### src/ppb_pkg.sv
package ppb_pkg;

    // ***************************************************
    // configuration space placement
    // ***************************************************
    localparam logic [7:0] CAP_BASE     = 8'h34;
    localparam logic [7:0] PM_CONTROL_STATUS_OFF    = 8'h04;
    localparam logic [7:0] BSE_OFF      = 8'h06;
    localparam logic [7:0] DATA_OFF     = 8'h07;
    localparam logic [7:0] PM_DWORD     = CAP_BASE + PM_CONTROL_STATUS_OFF;
    localparam logic [7:0] DWORD_MASK   = 8'hFC;

    // ***************************************************
    // field positions
    // ***************************************************
    localparam int PS_LSB       = 0;
    localparam int DSEL_LSB     = 9;
    localparam int DSCALE_LSB   = 13;
    localparam int BSE_LSB      = 16;
    localparam int DATA_LSB     = 24;
    localparam int BSE_EN_BIT   = 7;
    localparam int BSE_SEL_BIT  = 6;
    localparam int DSEL_BYTE_LSB = 1;

    localparam logic [1:0] PS_RESET    = 2'h0;
    localparam logic [3:0] DSEL_RESET  = 4'h0;
    localparam logic [1:0] DSCALE_RESET = 2'h0;
    localparam logic [7:0] BSE_RESET   = 8'h00;
    localparam logic [7:0] DATA_RESET  = 8'h00;
    localparam logic [31:0] RD_ZERO    = 32'h0000_0000;
    // supported power states, bit n set when state n accepted
    localparam logic [3:0] PS_SUPPORTED = 4'hF;

    localparam int PS_LANE    = 0;
    localparam int DSEL_LANE  = 1;

    // ***************************************************
    // state encodings
    // ***************************************************
    typedef enum logic [1:0] {
        PPB_D0    = 2'h0,
        PPB_D1    = 2'h1,
        PPB_D2    = 2'h2,
        PPB_D3HOT = 2'h3
    } ppb_pstate_t;

    typedef enum logic [1:0] {
        PPB_B0 = 2'h0,
        PPB_B1 = 2'h1,
        PPB_B2 = 2'h2,
        PPB_B3 = 2'h3
    } ppb_bstate_t;

    typedef enum logic [1:0] {
        PPB_USB_RESET   = 2'h0,
        PPB_USB_OPER    = 2'h1,
        PPB_USB_SUSPEND = 2'h2,
        PPB_USB_RESUME  = 2'h3
    } ppb_usb_t;

    // ***************************************************
    // carriers
    // ***************************************************
    typedef struct packed {
        logic        wr;
        logic [7:0]  addr;
        logic [3:0]  be;
        logic [31:0] wdata;
    } ppb_cfg_req_t;

    typedef struct packed {
        logic        clk_stop;
        logic        pwr_off;
        ppb_bstate_t bstate;
    } ppb_sec_t;

endpackage

### src/ppb_sync.sv
`timescale 1ns/1ps
module ppb_sync #(
    parameter int W = 1
) (
    input  wire logic         clk,
    input  wire logic         rst_n,
    input  wire logic [W-1:0] d,
    output logic      [W-1:0] q
);

    // ***************************************************
    // three stage capture, change taken when 2 and 3 agree
    // ***************************************************
    logic [W-1:0] s1_reg;
    logic [W-1:0] s2_reg;
    logic [W-1:0] s3_reg;
    logic [W-1:0] q_reg;
    logic [W-1:0] q_next;

    always_comb begin
        for (int i = 0; i < W; i++) begin
            q_next[i] = (s2_reg[i] == s3_reg[i]) ? s3_reg[i] : q_reg[i];
        end
    end

    always_ff @(posedge clk or negedge rst_n) begin
        if (!rst_n) begin
            s1_reg <= '0;
            s2_reg <= '0;
            s3_reg <= '0;
            q_reg  <= '0;
        end else begin
            s1_reg <= d;
            s2_reg <= s1_reg;
            s3_reg <= s2_reg;
            q_reg  <= q_next;
        end
    end

    assign q = q_reg;

endmodule

### src/ppb_pm_ext.sv
`timescale 1ns/1ps
// Operation
// extension byte at cap+6, read-only, resets zero, bits 5..0 zero
// bit 7 reports bus power/clock control enabled
// control disabled: power state writes leave secondary bus untouched
// bit 6 one stops clock (B2), zero removes power (B3)
// bit 6 matters only while bit 7 is one
// D0,D1 to B0,B1 idle; D2 to B2 clock stop; D3cold B3 idle
// D3hot: clock stops, power removed only for B3
// data byte at cap+7, read-only, resets zero
// data byte reports quantity picked by data select
// data byte scaled by data scale field
// host supplies running clock and power in B0
// in B1 nobody starts a bus transaction
// host keeps power, holds clock low in B2
// B3 removes clock and supply from the segment
// usb reset or suspend stops usb system logic
// usb operational or resume runs usb system logic
// power state codes D0..D3hot; unsupported writes discarded
// data select field bits 12..9
// data scale field bits 14..13, read-only
// writes to read-only bytes complete, change nothing
module ppb_pm_ext (
    input  wire logic                  clk,
    input  wire logic                  rst_n,
    input  wire logic                  cfg_req,
    input  wire ppb_pkg::ppb_cfg_req_t cfg_cmd,
    output logic                       cfg_ack,
    output logic [31:0]                cfg_rdata,
    input  wire logic                  bus_pwr_clk_ctrl_en_pin,
    input  wire logic                  d3hot_sel_pin,
    input  wire logic                  d3cold_pin,
    input  wire logic [7:0]            data_value,
    input  wire logic [1:0]            data_scale_in,
    input  wire ppb_pkg::ppb_usb_t     usb_bus_state,
    output logic [3:0]                 data_select,
    output logic [1:0]                 power_state,
    output logic                       sec_clk_stop,
    output logic                       sec_pwr_off,
    output logic [1:0]                 sec_bus_state,
    output logic                       usb_logic_run
);

    // ***************************************************
    // declarations
    // ***************************************************
    logic [2:0]           pins_sync;
    logic                 bus_pwr_clk_ctrl_en;
    logic                 d3hot_secondary_state_sel;
    logic                 d3cold;

    ppb_pkg::ppb_pstate_t ps_reg;
    ppb_pkg::ppb_pstate_t ps_next;
    logic [3:0]           dsel_reg;
    logic [3:0]           dsel_next;
    logic [1:0]           dscale_reg;
    logic [1:0]           dscale_next;
    logic [7:0]           bse_reg;
    logic [7:0]           bse_next;
    logic [7:0]           data_reg;
    logic [7:0]           data_next;

    logic                 ack_reg;
    logic                 ack_next;
    logic [31:0]          rdata_reg;
    logic [31:0]          rdata_next;

    ppb_pkg::ppb_sec_t    sec_reg;
    ppb_pkg::ppb_sec_t    sec_next;
    logic                 usb_run_reg;
    logic                 usb_run_next;

    logic                 hit;
    logic                 wr_hit;
    logic [1:0]           new_ps;
    logic [7:0]           ps_byte;
    logic [7:0]           dsel_byte;
    logic [15:0]          pm_control_status;
    logic [31:0]          pm_dword;

    // ***************************************************
    // functions
    // ***************************************************
    function automatic logic [7:0] lane(
        input logic [31:0] w,
        input int          n
    );
        lane = w[n*8 +: 8];
    endfunction

    function automatic logic ps_ok(input logic [1:0] s);
        ps_ok = ps_sup_bit(s);
    endfunction

    function automatic logic ps_sup_bit(input logic [1:0] s);
        ps_sup_bit = ppb_pkg::PS_SUPPORTED[s];
    endfunction

    function automatic ppb_pkg::ppb_sec_t bus_map(
        input ppb_pkg::ppb_pstate_t ps,
        input logic                 en,
        input logic                 sel,
        input logic                 cold
    );
        bus_map.clk_stop = 1'b0;
        bus_map.pwr_off  = 1'b0;
        bus_map.bstate   = ppb_pkg::PPB_B0;
        if (cold) begin
            // cold: B3, no action
            bus_map.bstate = ppb_pkg::PPB_B3;
            // state acts only when enabled
        end else if (en) begin
            unique case (ps)
                // D0 full operation
                ppb_pkg::PPB_D0: begin
                    bus_map.bstate = ppb_pkg::PPB_B0;
                end
                ppb_pkg::PPB_D1: begin
                    // idle bus, no action
                    bus_map.bstate = ppb_pkg::PPB_B1;
                end
                ppb_pkg::PPB_D2: begin
                    // clock held stopped
                    bus_map.bstate   = ppb_pkg::PPB_B2;
                    bus_map.clk_stop = 1'b1;
                end
                ppb_pkg::PPB_D3HOT: begin
                    // clock stops, power for B3
                    bus_map.clk_stop = 1'b1;
                    // select B2 or B3
                    if (sel) begin
                        bus_map.bstate = ppb_pkg::PPB_B2;
                    end else begin
                        // supply removed
                        bus_map.bstate  = ppb_pkg::PPB_B3;
                        bus_map.pwr_off = 1'b1;
                    end
                end
            endcase
        end
        // disabled leaves bus at B0 unless cold, which gives B3
    endfunction

    // ***************************************************
    // pin capture
    // ***************************************************
    // straps and d3cold pin, async to clk
    ppb_sync #(
        .W (3)
    ) u_sync (
        .clk   (clk),
        .rst_n (rst_n),
        .d     ({d3cold_pin, d3hot_sel_pin, bus_pwr_clk_ctrl_en_pin}),
        .q     (pins_sync)
    );

    assign bus_pwr_clk_ctrl_en       = pins_sync[0];
    assign d3hot_secondary_state_sel = pins_sync[1];
    assign d3cold                    = pins_sync[2];

    // ***************************************************
    // configuration decode
    // ***************************************************
    assign hit = (cfg_cmd.addr & ppb_pkg::DWORD_MASK)
                 == ppb_pkg::PM_DWORD;
    assign wr_hit = cfg_req & cfg_cmd.wr & hit;
    // byte lanes of the write data
    assign ps_byte   = lane(cfg_cmd.wdata, ppb_pkg::PS_LANE);
    assign dsel_byte = lane(cfg_cmd.wdata, ppb_pkg::DSEL_LANE);
    assign new_ps    = ps_byte[ppb_pkg::PS_LSB +: 2];

    // ***************************************************
    // power management fields
    // ***************************************************
    always_comb begin
        ps_next     = ps_reg;
        dsel_next   = dsel_reg;
        dscale_next = dscale_reg;
        bse_next    = bse_reg;
        data_next   = data_reg;
        // unsupported state discarded
        if (wr_hit && cfg_cmd.be[ppb_pkg::PS_LANE] && ps_ok(new_ps)) begin
            ps_next = ppb_pkg::ppb_pstate_t'(new_ps);
        end
        // data select write
        if (wr_hit && cfg_cmd.be[ppb_pkg::DSEL_LANE]) begin
            dsel_next = dsel_byte[ppb_pkg::DSEL_BYTE_LSB +: 4];
        end
        // scale from function logic
        dscale_next = data_scale_in;
        // selected quantity
        data_next = data_value;
        // reserved bits zero
        bse_next = ppb_pkg::BSE_RESET;
        // enable flag
        bse_next[ppb_pkg::BSE_EN_BIT] = bus_pwr_clk_ctrl_en;
        // select shown only when enabled
        bse_next[ppb_pkg::BSE_SEL_BIT] = bus_pwr_clk_ctrl_en
                                         & d3hot_secondary_state_sel;
    end

    always_ff @(posedge clk or negedge rst_n) begin
        if (!rst_n) begin
            ps_reg     <= ppb_pkg::PPB_D0;
            dsel_reg   <= ppb_pkg::DSEL_RESET;
            dscale_reg <= ppb_pkg::DSCALE_RESET;
            bse_reg    <= ppb_pkg::BSE_RESET;
            data_reg   <= ppb_pkg::DATA_RESET;
        end else begin
            ps_reg     <= ps_next;
            dsel_reg   <= dsel_next;
            dscale_reg <= dscale_next;
            bse_reg    <= bse_next;
            data_reg   <= data_next;
        end
    end

    // ***************************************************
    // read path
    // ***************************************************
    always_comb begin
        // dword 38h image
        pm_control_status = '0;
        pm_control_status[ppb_pkg::PS_LSB +: 2] = ps_reg;
        pm_control_status[ppb_pkg::DSEL_LSB +: 4] = dsel_reg;
        // scale beside data select
        pm_control_status[ppb_pkg::DSCALE_LSB +: 2] = dscale_reg;
        pm_dword = ppb_pkg::RD_ZERO;
        pm_dword[15:0] = pm_control_status;
        // extension byte at cap+6
        pm_dword[ppb_pkg::BSE_LSB +: 8] = bse_reg;
        // data byte at cap+7
        pm_dword[ppb_pkg::DATA_LSB +: 8] = data_reg;
    end

    always_comb begin
        // every request answered next cycle
        ack_next   = cfg_req;
        rdata_next = ppb_pkg::RD_ZERO;
        // writes still acknowledged
        if (cfg_req && !cfg_cmd.wr && hit) begin
            rdata_next = pm_dword;
        end
    end

    always_ff @(posedge clk or negedge rst_n) begin
        if (!rst_n) begin
            ack_reg   <= 1'b0;
            rdata_reg <= ppb_pkg::RD_ZERO;
        end else begin
            ack_reg   <= ack_next;
            rdata_reg <= rdata_next;
        end
    end

    // ***************************************************
    // secondary bus and usb control
    // ***************************************************
    always_comb begin
        // state to bus mapping
        sec_next = bus_map(ps_reg, bus_pwr_clk_ctrl_en,
                           d3hot_secondary_state_sel, d3cold);
        // stop in reset or suspend
        usb_run_next = 1'b0;
        unique case (usb_bus_state)
            ppb_pkg::PPB_USB_RESET: begin
                usb_run_next = 1'b0;
            end
            ppb_pkg::PPB_USB_SUSPEND: begin
                usb_run_next = 1'b0;
            end
            // run when active
            ppb_pkg::PPB_USB_OPER: begin
                usb_run_next = 1'b1;
            end
            ppb_pkg::PPB_USB_RESUME: begin
                usb_run_next = 1'b1;
            end
        endcase
    end

    always_ff @(posedge clk or negedge rst_n) begin
        if (!rst_n) begin
            sec_reg     <= '0;
            usb_run_reg <= 1'b0;
        end else begin
            sec_reg     <= sec_next;
            usb_run_reg <= usb_run_next;
        end
    end

    // ***************************************************
    // outputs
    // ***************************************************
    // all outputs straight from flops
    assign cfg_ack       = ack_reg;
    assign cfg_rdata     = rdata_reg;
    assign data_select   = dsel_reg;
    assign power_state   = ps_reg;
    assign sec_clk_stop  = sec_reg.clk_stop;
    assign sec_pwr_off   = sec_reg.pwr_off;
    assign sec_bus_state = sec_reg.bstate;
    assign usb_logic_run = usb_run_reg;

endmodule

### config.mk
export PLATFORM = sky130hd
export DESIGN_NAME = ppb_pm_ext
export DESIGN_NICKNAME = d
export VERILOG_FILES = /design/src/ppb_pkg.sv /design/src/ppb_sync.sv /design/src/ppb_pm_ext.sv
export SDC_FILE = /design/constraint.sdc
export NUM_CORES = 1
export LEC_CHECK = 0
export ABC_CLOCK_PERIOD_IN_PS = 900
export BUFFER_PORTS_ARGS = -buffer_cell sky130_fd_sc_hd__buf_2
export CAP_MARGIN = 5
export CORE_ASPECT_RATIO = 0.9
export CORE_UTILIZATION = 38
export CTS_CLUSTER_SIZE = 25
export DETAILED_ROUTE_END_ITERATION = 7
export PLACE_DENSITY_LB_ADDON = 0.15
export SETUP_SLACK_MARGIN = 0.3
export SLEW_MARGIN = 20
export SYNTH_ARGS = -nofsm -noshare
export SYNTH_HDL_FRONTEND = slang
export SYNTH_HIERARCHICAL = 1
export SYNTH_SLANG_ARGS = --single-unit
### constraint.sdc
create_clock -name clk -period 0.9 [get_ports clk]
set_clock_uncertainty 0.05 [all_clocks]
set_input_delay 0.045 -clock clk [delete_from_list [all_inputs] [get_ports clk]]
set_output_delay 0.045 -clock clk [all_outputs]
set_load 0.01 [all_outputs]
==> impl_results.html <==
<table>
<tr><th>Metric</th><th>Value</th></tr>
<tr><th colspan="2">Timing</th></tr>
<tr><td>Hold_ws</td><td>-0.0756 ns</td></tr>
<tr><td>Number of max-slew violations in the final report</td><td>0</td></tr>
<tr><td>Final setup violating endpoints</td><td>15</td></tr>
<tr><td>Highest attainable clock frequency</td><td>1030 MHz</td></tr>
<tr><td>Hold Fails Final Rpt</td><td>6</td></tr>
<tr><td>Unrepaired setup endpoints after global routing</td><td>yes</td></tr>
<tr><td>Final worst-path cycle share</td><td>1.08</td></tr>
<tr><td>Final critical delay including setup and external delays</td><td>~1 ns</td></tr>
<tr><td>Crit path setup slack, layout</td><td>-0.0712 ns</td></tr>
<tr><th colspan="2">Power and ir drop</th></tr>
<tr><td>Power density over the cells</td><td>about 1600 mW/mm2</td></tr>
<tr><td>Internal power</td><td>~3.4 mW</td></tr>
<tr><td>Clock network fraction of total power</td><td>0.308</td></tr>
<tr><td>IR drop worst, VDD</td><td>874 uV</td></tr>
<tr><td>Reported net switching power</td><td>0.909 mW</td></tr>
<tr><td>Total leakage power</td><td>1.42 nW</td></tr>
<tr><td>Net switching fraction of the power</td><td>0.213</td></tr>
<tr><td>Power share of the combinational group</td><td>0.088</td></tr>
<tr><td>Share of total power in sequential cells</td><td>0.603</td></tr>
<tr><th colspan="2">Floorplanning</th></tr>
<tr><td>Total number of placement rows</td><td>23</td></tr>
<tr><td>Height of the die</td><td>roughly 67 um</td></tr>
<tr><td>Overall die width</td><td>approximately 74 um</td></tr>
<tr><td>Io pins</td><td>~110</td></tr>
<tr><td>Core region area</td><td>between 0.004 and 0.005 mm2</td></tr>
<tr><td>Die area</td><td>about 0.0050 mm2</td></tr>
<tr><td>Effective utilization at floorplan</td><td>0.397</td></tr>
<tr><th colspan="2">Logic synthesis</th></tr>
<tr><td>Cell area after synthesis</td><td>about 0.0018 mm2</td></tr>
<tr><td>Post-synthesis cell type count</td><td>16</td></tr>
<tr><td>Number of synthesis warnings</td><td>6</td></tr>
<tr><td>Cell count after synthesis</td><td>~110</td></tr>
<tr><td>Post-synthesis area per instance</td><td>about 16 um2</td></tr>
<tr><td>Register bit total from synthesis</td><td>54</td></tr>
<tr><td>Sequential cell area fraction in the yosys report</td><td>0.757</td></tr>
<tr><th colspan="2">Setup path</th></tr>
<tr><td>Slowest stage cell, crit path</td><td>dfrtp_2</td></tr>
<tr><td>Max FO, Critical Path</td><td>5</td></tr>
<tr><td>Cell breakdown of the critical path</td><td>buf_6</td></tr>
<tr><td>Worst path required time</td><td>approximately 0.81 ns</td></tr>
<tr><td>Worst setup EP type</td><td>output port</td></tr>
<tr><td>Critical path's largest stage delay</td><td>about 0.45 ns</td></tr>
<tr><td>Critical Path Source Type</td><td>flop</td></tr>
<tr><td>Crit Path Category</td><td>flop to output port</td></tr>
<tr><td>Data arrival, critical path</td><td>roughly 0.9 ns</td></tr>
<tr><td>Crit path buffers/inverters</td><td>1</td></tr>
<tr><td>Dominant delay contributor by cell family on the critical path</td><td>flip-flops</td></tr>
<tr><th colspan="2">GRT</th></tr>
<tr><td>Pin count of the biggest net entering global routing</td><td>55</td></tr>
<tr><td>Number of global-route vias before repair</td><td>roughly 1,100</td></tr>
<tr><td>Remaining global-route overflow</td><td>0</td></tr>
<tr><td>Overall track demand over capacity in global routing</td><td>0.142</td></tr>
<tr><td>Global-route wire length before repair</td><td>4850 um</td></tr>
<tr><td>Number of antenna violations at the first check in global routing</td><td>0</td></tr>
<tr><th colspan="2">Routing</th></tr>
<tr><td>Detailed Routing Iterations Pass 1</td><td>2</td></tr>
<tr><td>Violation count after the first detailed-route iteration</td><td>26</td></tr>
<tr><td>Antenna viol nets, final</td><td>0</td></tr>
<tr><td>Average wire length per cell after detail routing</td><td>12.3 um</td></tr>
<tr><td>Number of design rule violations left after detail routing</td><td>0</td></tr>
<tr><td>Detailed-route vias per instance</td><td>about 4.0</td></tr>
<tr><td>Total detailed-routing wirelength</td><td>3290 um</td></tr>
<tr><td>Total number of vias</td><td>~1,100</td></tr>
<tr><th colspan="2">Clock network</th></tr>
<tr><td>Hold-fix buffers at CTS</td><td>16</td></tr>
<tr><td>Cell at the root of the clock tree</td><td>clkbuf_8</td></tr>
<tr><td>Clock input transition at the sequential cells of the worst setup and hold paths</td><td>~0.090 ns</td></tr>
<tr><td>Clock sink total</td><td>54</td></tr>
<tr><td>Clock latency on the worst-skew pair</td><td>about 0.30 ns</td></tr>
<tr><td>CTS Buf Count</td><td>5</td></tr>
<tr><td>Clock tree from TritonCTS</td><td>built</td></tr>
<tr><td>Maximum clock insertion buffer count</td><td>2</td></tr>
<tr><td>Max H-tree Level</td><td>2</td></tr>
<tr><th colspan="2">Placement</th></tr>
<tr><td>HPWL Detailed</td><td>1950 um</td></tr>
<tr><td>DP Area</td><td>0.00214 mm2</td></tr>
<tr><td>Count of input and output buffers</td><td>61</td></tr>
<tr><td>Placer congestion estimate</td><td>between 0.6 and 0.7</td></tr>
<tr><th colspan="2">Final layout</th></tr>
<tr><td>Final core utilization</td><td>0.599</td></tr>
<tr><td>Nets</td><td>between 200 and 300</td></tr>
<tr><td>Most common library cell in the layout ignoring fill and taps</td><td>buf_2</td></tr>
<tr><td>Max reg flops</td><td>18</td></tr>
<tr><td>Most used cells in the layout excluding fill and tap cells</td><td>buf_2 (56), dfrtp_1 (50), and2_4 (18), dlygate4sd3_1 (16), conb_1 (14)</td></tr>
<tr><td>Antenna Diode Count</td><td>0</td></tr>
<tr><td>Area grow syn2layout</td><td>50.7%</td></tr>
<tr><td>Post-route cell area</td><td>approximately 0.0027 mm2</td></tr>
<tr><td>Share of cells above drive strength 1</td><td>0.587</td></tr>
<tr><th colspan="2">Min path</th></tr>
<tr><td>Worst Hold Class</td><td>primary input to flop</td></tr>
<tr><th colspan="2">Flow run</th></tr>
<tr><td>Max cap viols</td><td>0</td></tr>
<tr><th colspan="2">Status</th></tr>
<tr><td>Violated checks</td><td>hold timing, setup timing</td></tr>
<tr><td>Result of the run</td><td>complete, but fails checks</td></tr>
</table>
metrics by stage:
step	power [mW]	hold slack (ns)	setup TNS (ns)	std cells	setup WS [ns]
6_report	4.27	-0.0756	-0.471	268	-0.0712
5_1_grt	4.51	-0.0956	-1.75	268	-0.125
4_1_cts	4.30	-0.0870	-0.750	264	-0.113
3_5_place_dp	2.86	0.00850	-3.81	233	-0.211
3_3_place_gp	2.85	0.00421	-3.34	233	-0.174
2_1_floorplan	2.74	-0.301	-0.588	125	-0.0466
path summary, 6_finish.rpt:
check                                 start                to  slack (ns)  depth (start not counted)
min in group asynchronous             rst_n     cfg_rdata[22]        0.24                          3
hold reg to reg            u_sync/s1_reg[0]  u_sync/s2_reg[0]        0.31                          0
setup reg to reg             power_state[1]    power_state[1]       -0.05                          2
hold / removal                  cfg_cmd[11]    data_select[2]       -0.08                          2
max in group asynchronous             rst_n  sec_bus_state[0]        0.37                          3
setup / recovery             power_state[0]    power_state[0]       -0.07                          1
routing by layer:
metal,global-route usage,part of all wire,up-vias
met5,0,0,-
met2,0.227,0.49,50
met4,0.0778,0.020,0
met3,0.0590,0.074,7
met1,0.160,0.42,509
li1,-,-,515
power by group through the flow:
stage          combinational, mW  clock (mW)  sequential [mW]
2_1_floorplan              0.118           0             2.62
3_3_place_gp               0.237           0             2.61
3_5_place_dp               0.246           0             2.62
4_1_cts                    0.348        1.38             2.57
5_1_grt                    0.418        1.50             2.59
6_report                   0.378        1.32             2.58
synthesized netlist by cell type:
library cell	number	area [um2]
nand2b_1	1	6.26
conb_1	1	3.75
buf_6	1	11.3
maj3_2	3	33.8
nor4b_1	1	8.76
a31o_2	1	8.76
nor2_1	2	7.51
nand2_1	2	7.51
nand3_1	2	10.0
and2_1	19	119
clkbuf_1	1	3.75
dfrtp_1	54	1350
buf_4	15	113
and4bb_2	1	12.5
mux2_2	6	67.6
and4b_1	2	20.0
area by class of cell:
class | instances | area [um2]
Timing Repair Buffer | 90 | 706
Clock buffer | 7 | 86.3
Fill cell | 390 | 1800
Multi-Input combinational cell | 54 | 458
Sequential cell | 54 | 1360
Clock inverter | 1 | 5.00
Tap cell | 62 | 77.6
cell families after synthesis:
logic type	after synthesis	synth area share
AOI/OAI and AO/OA	1	0.00491
adders and majority gates	3	0.0189
buffers and inverters	17	0.0715
DFF	54	0.757
muxes	6	0.0379
other	1	0.00210
and+or+nand+nor	30	0.107
repair_timing:
item	CTS	global route
cloned	1	2
buffers inserted	6	2
endpoints found under the hold margin	75	6
setup endpoints to repair	63	80
resized for setup	26	19
pin swaps	6	6
Note: power is estimated with default switching activity, not from simulation.
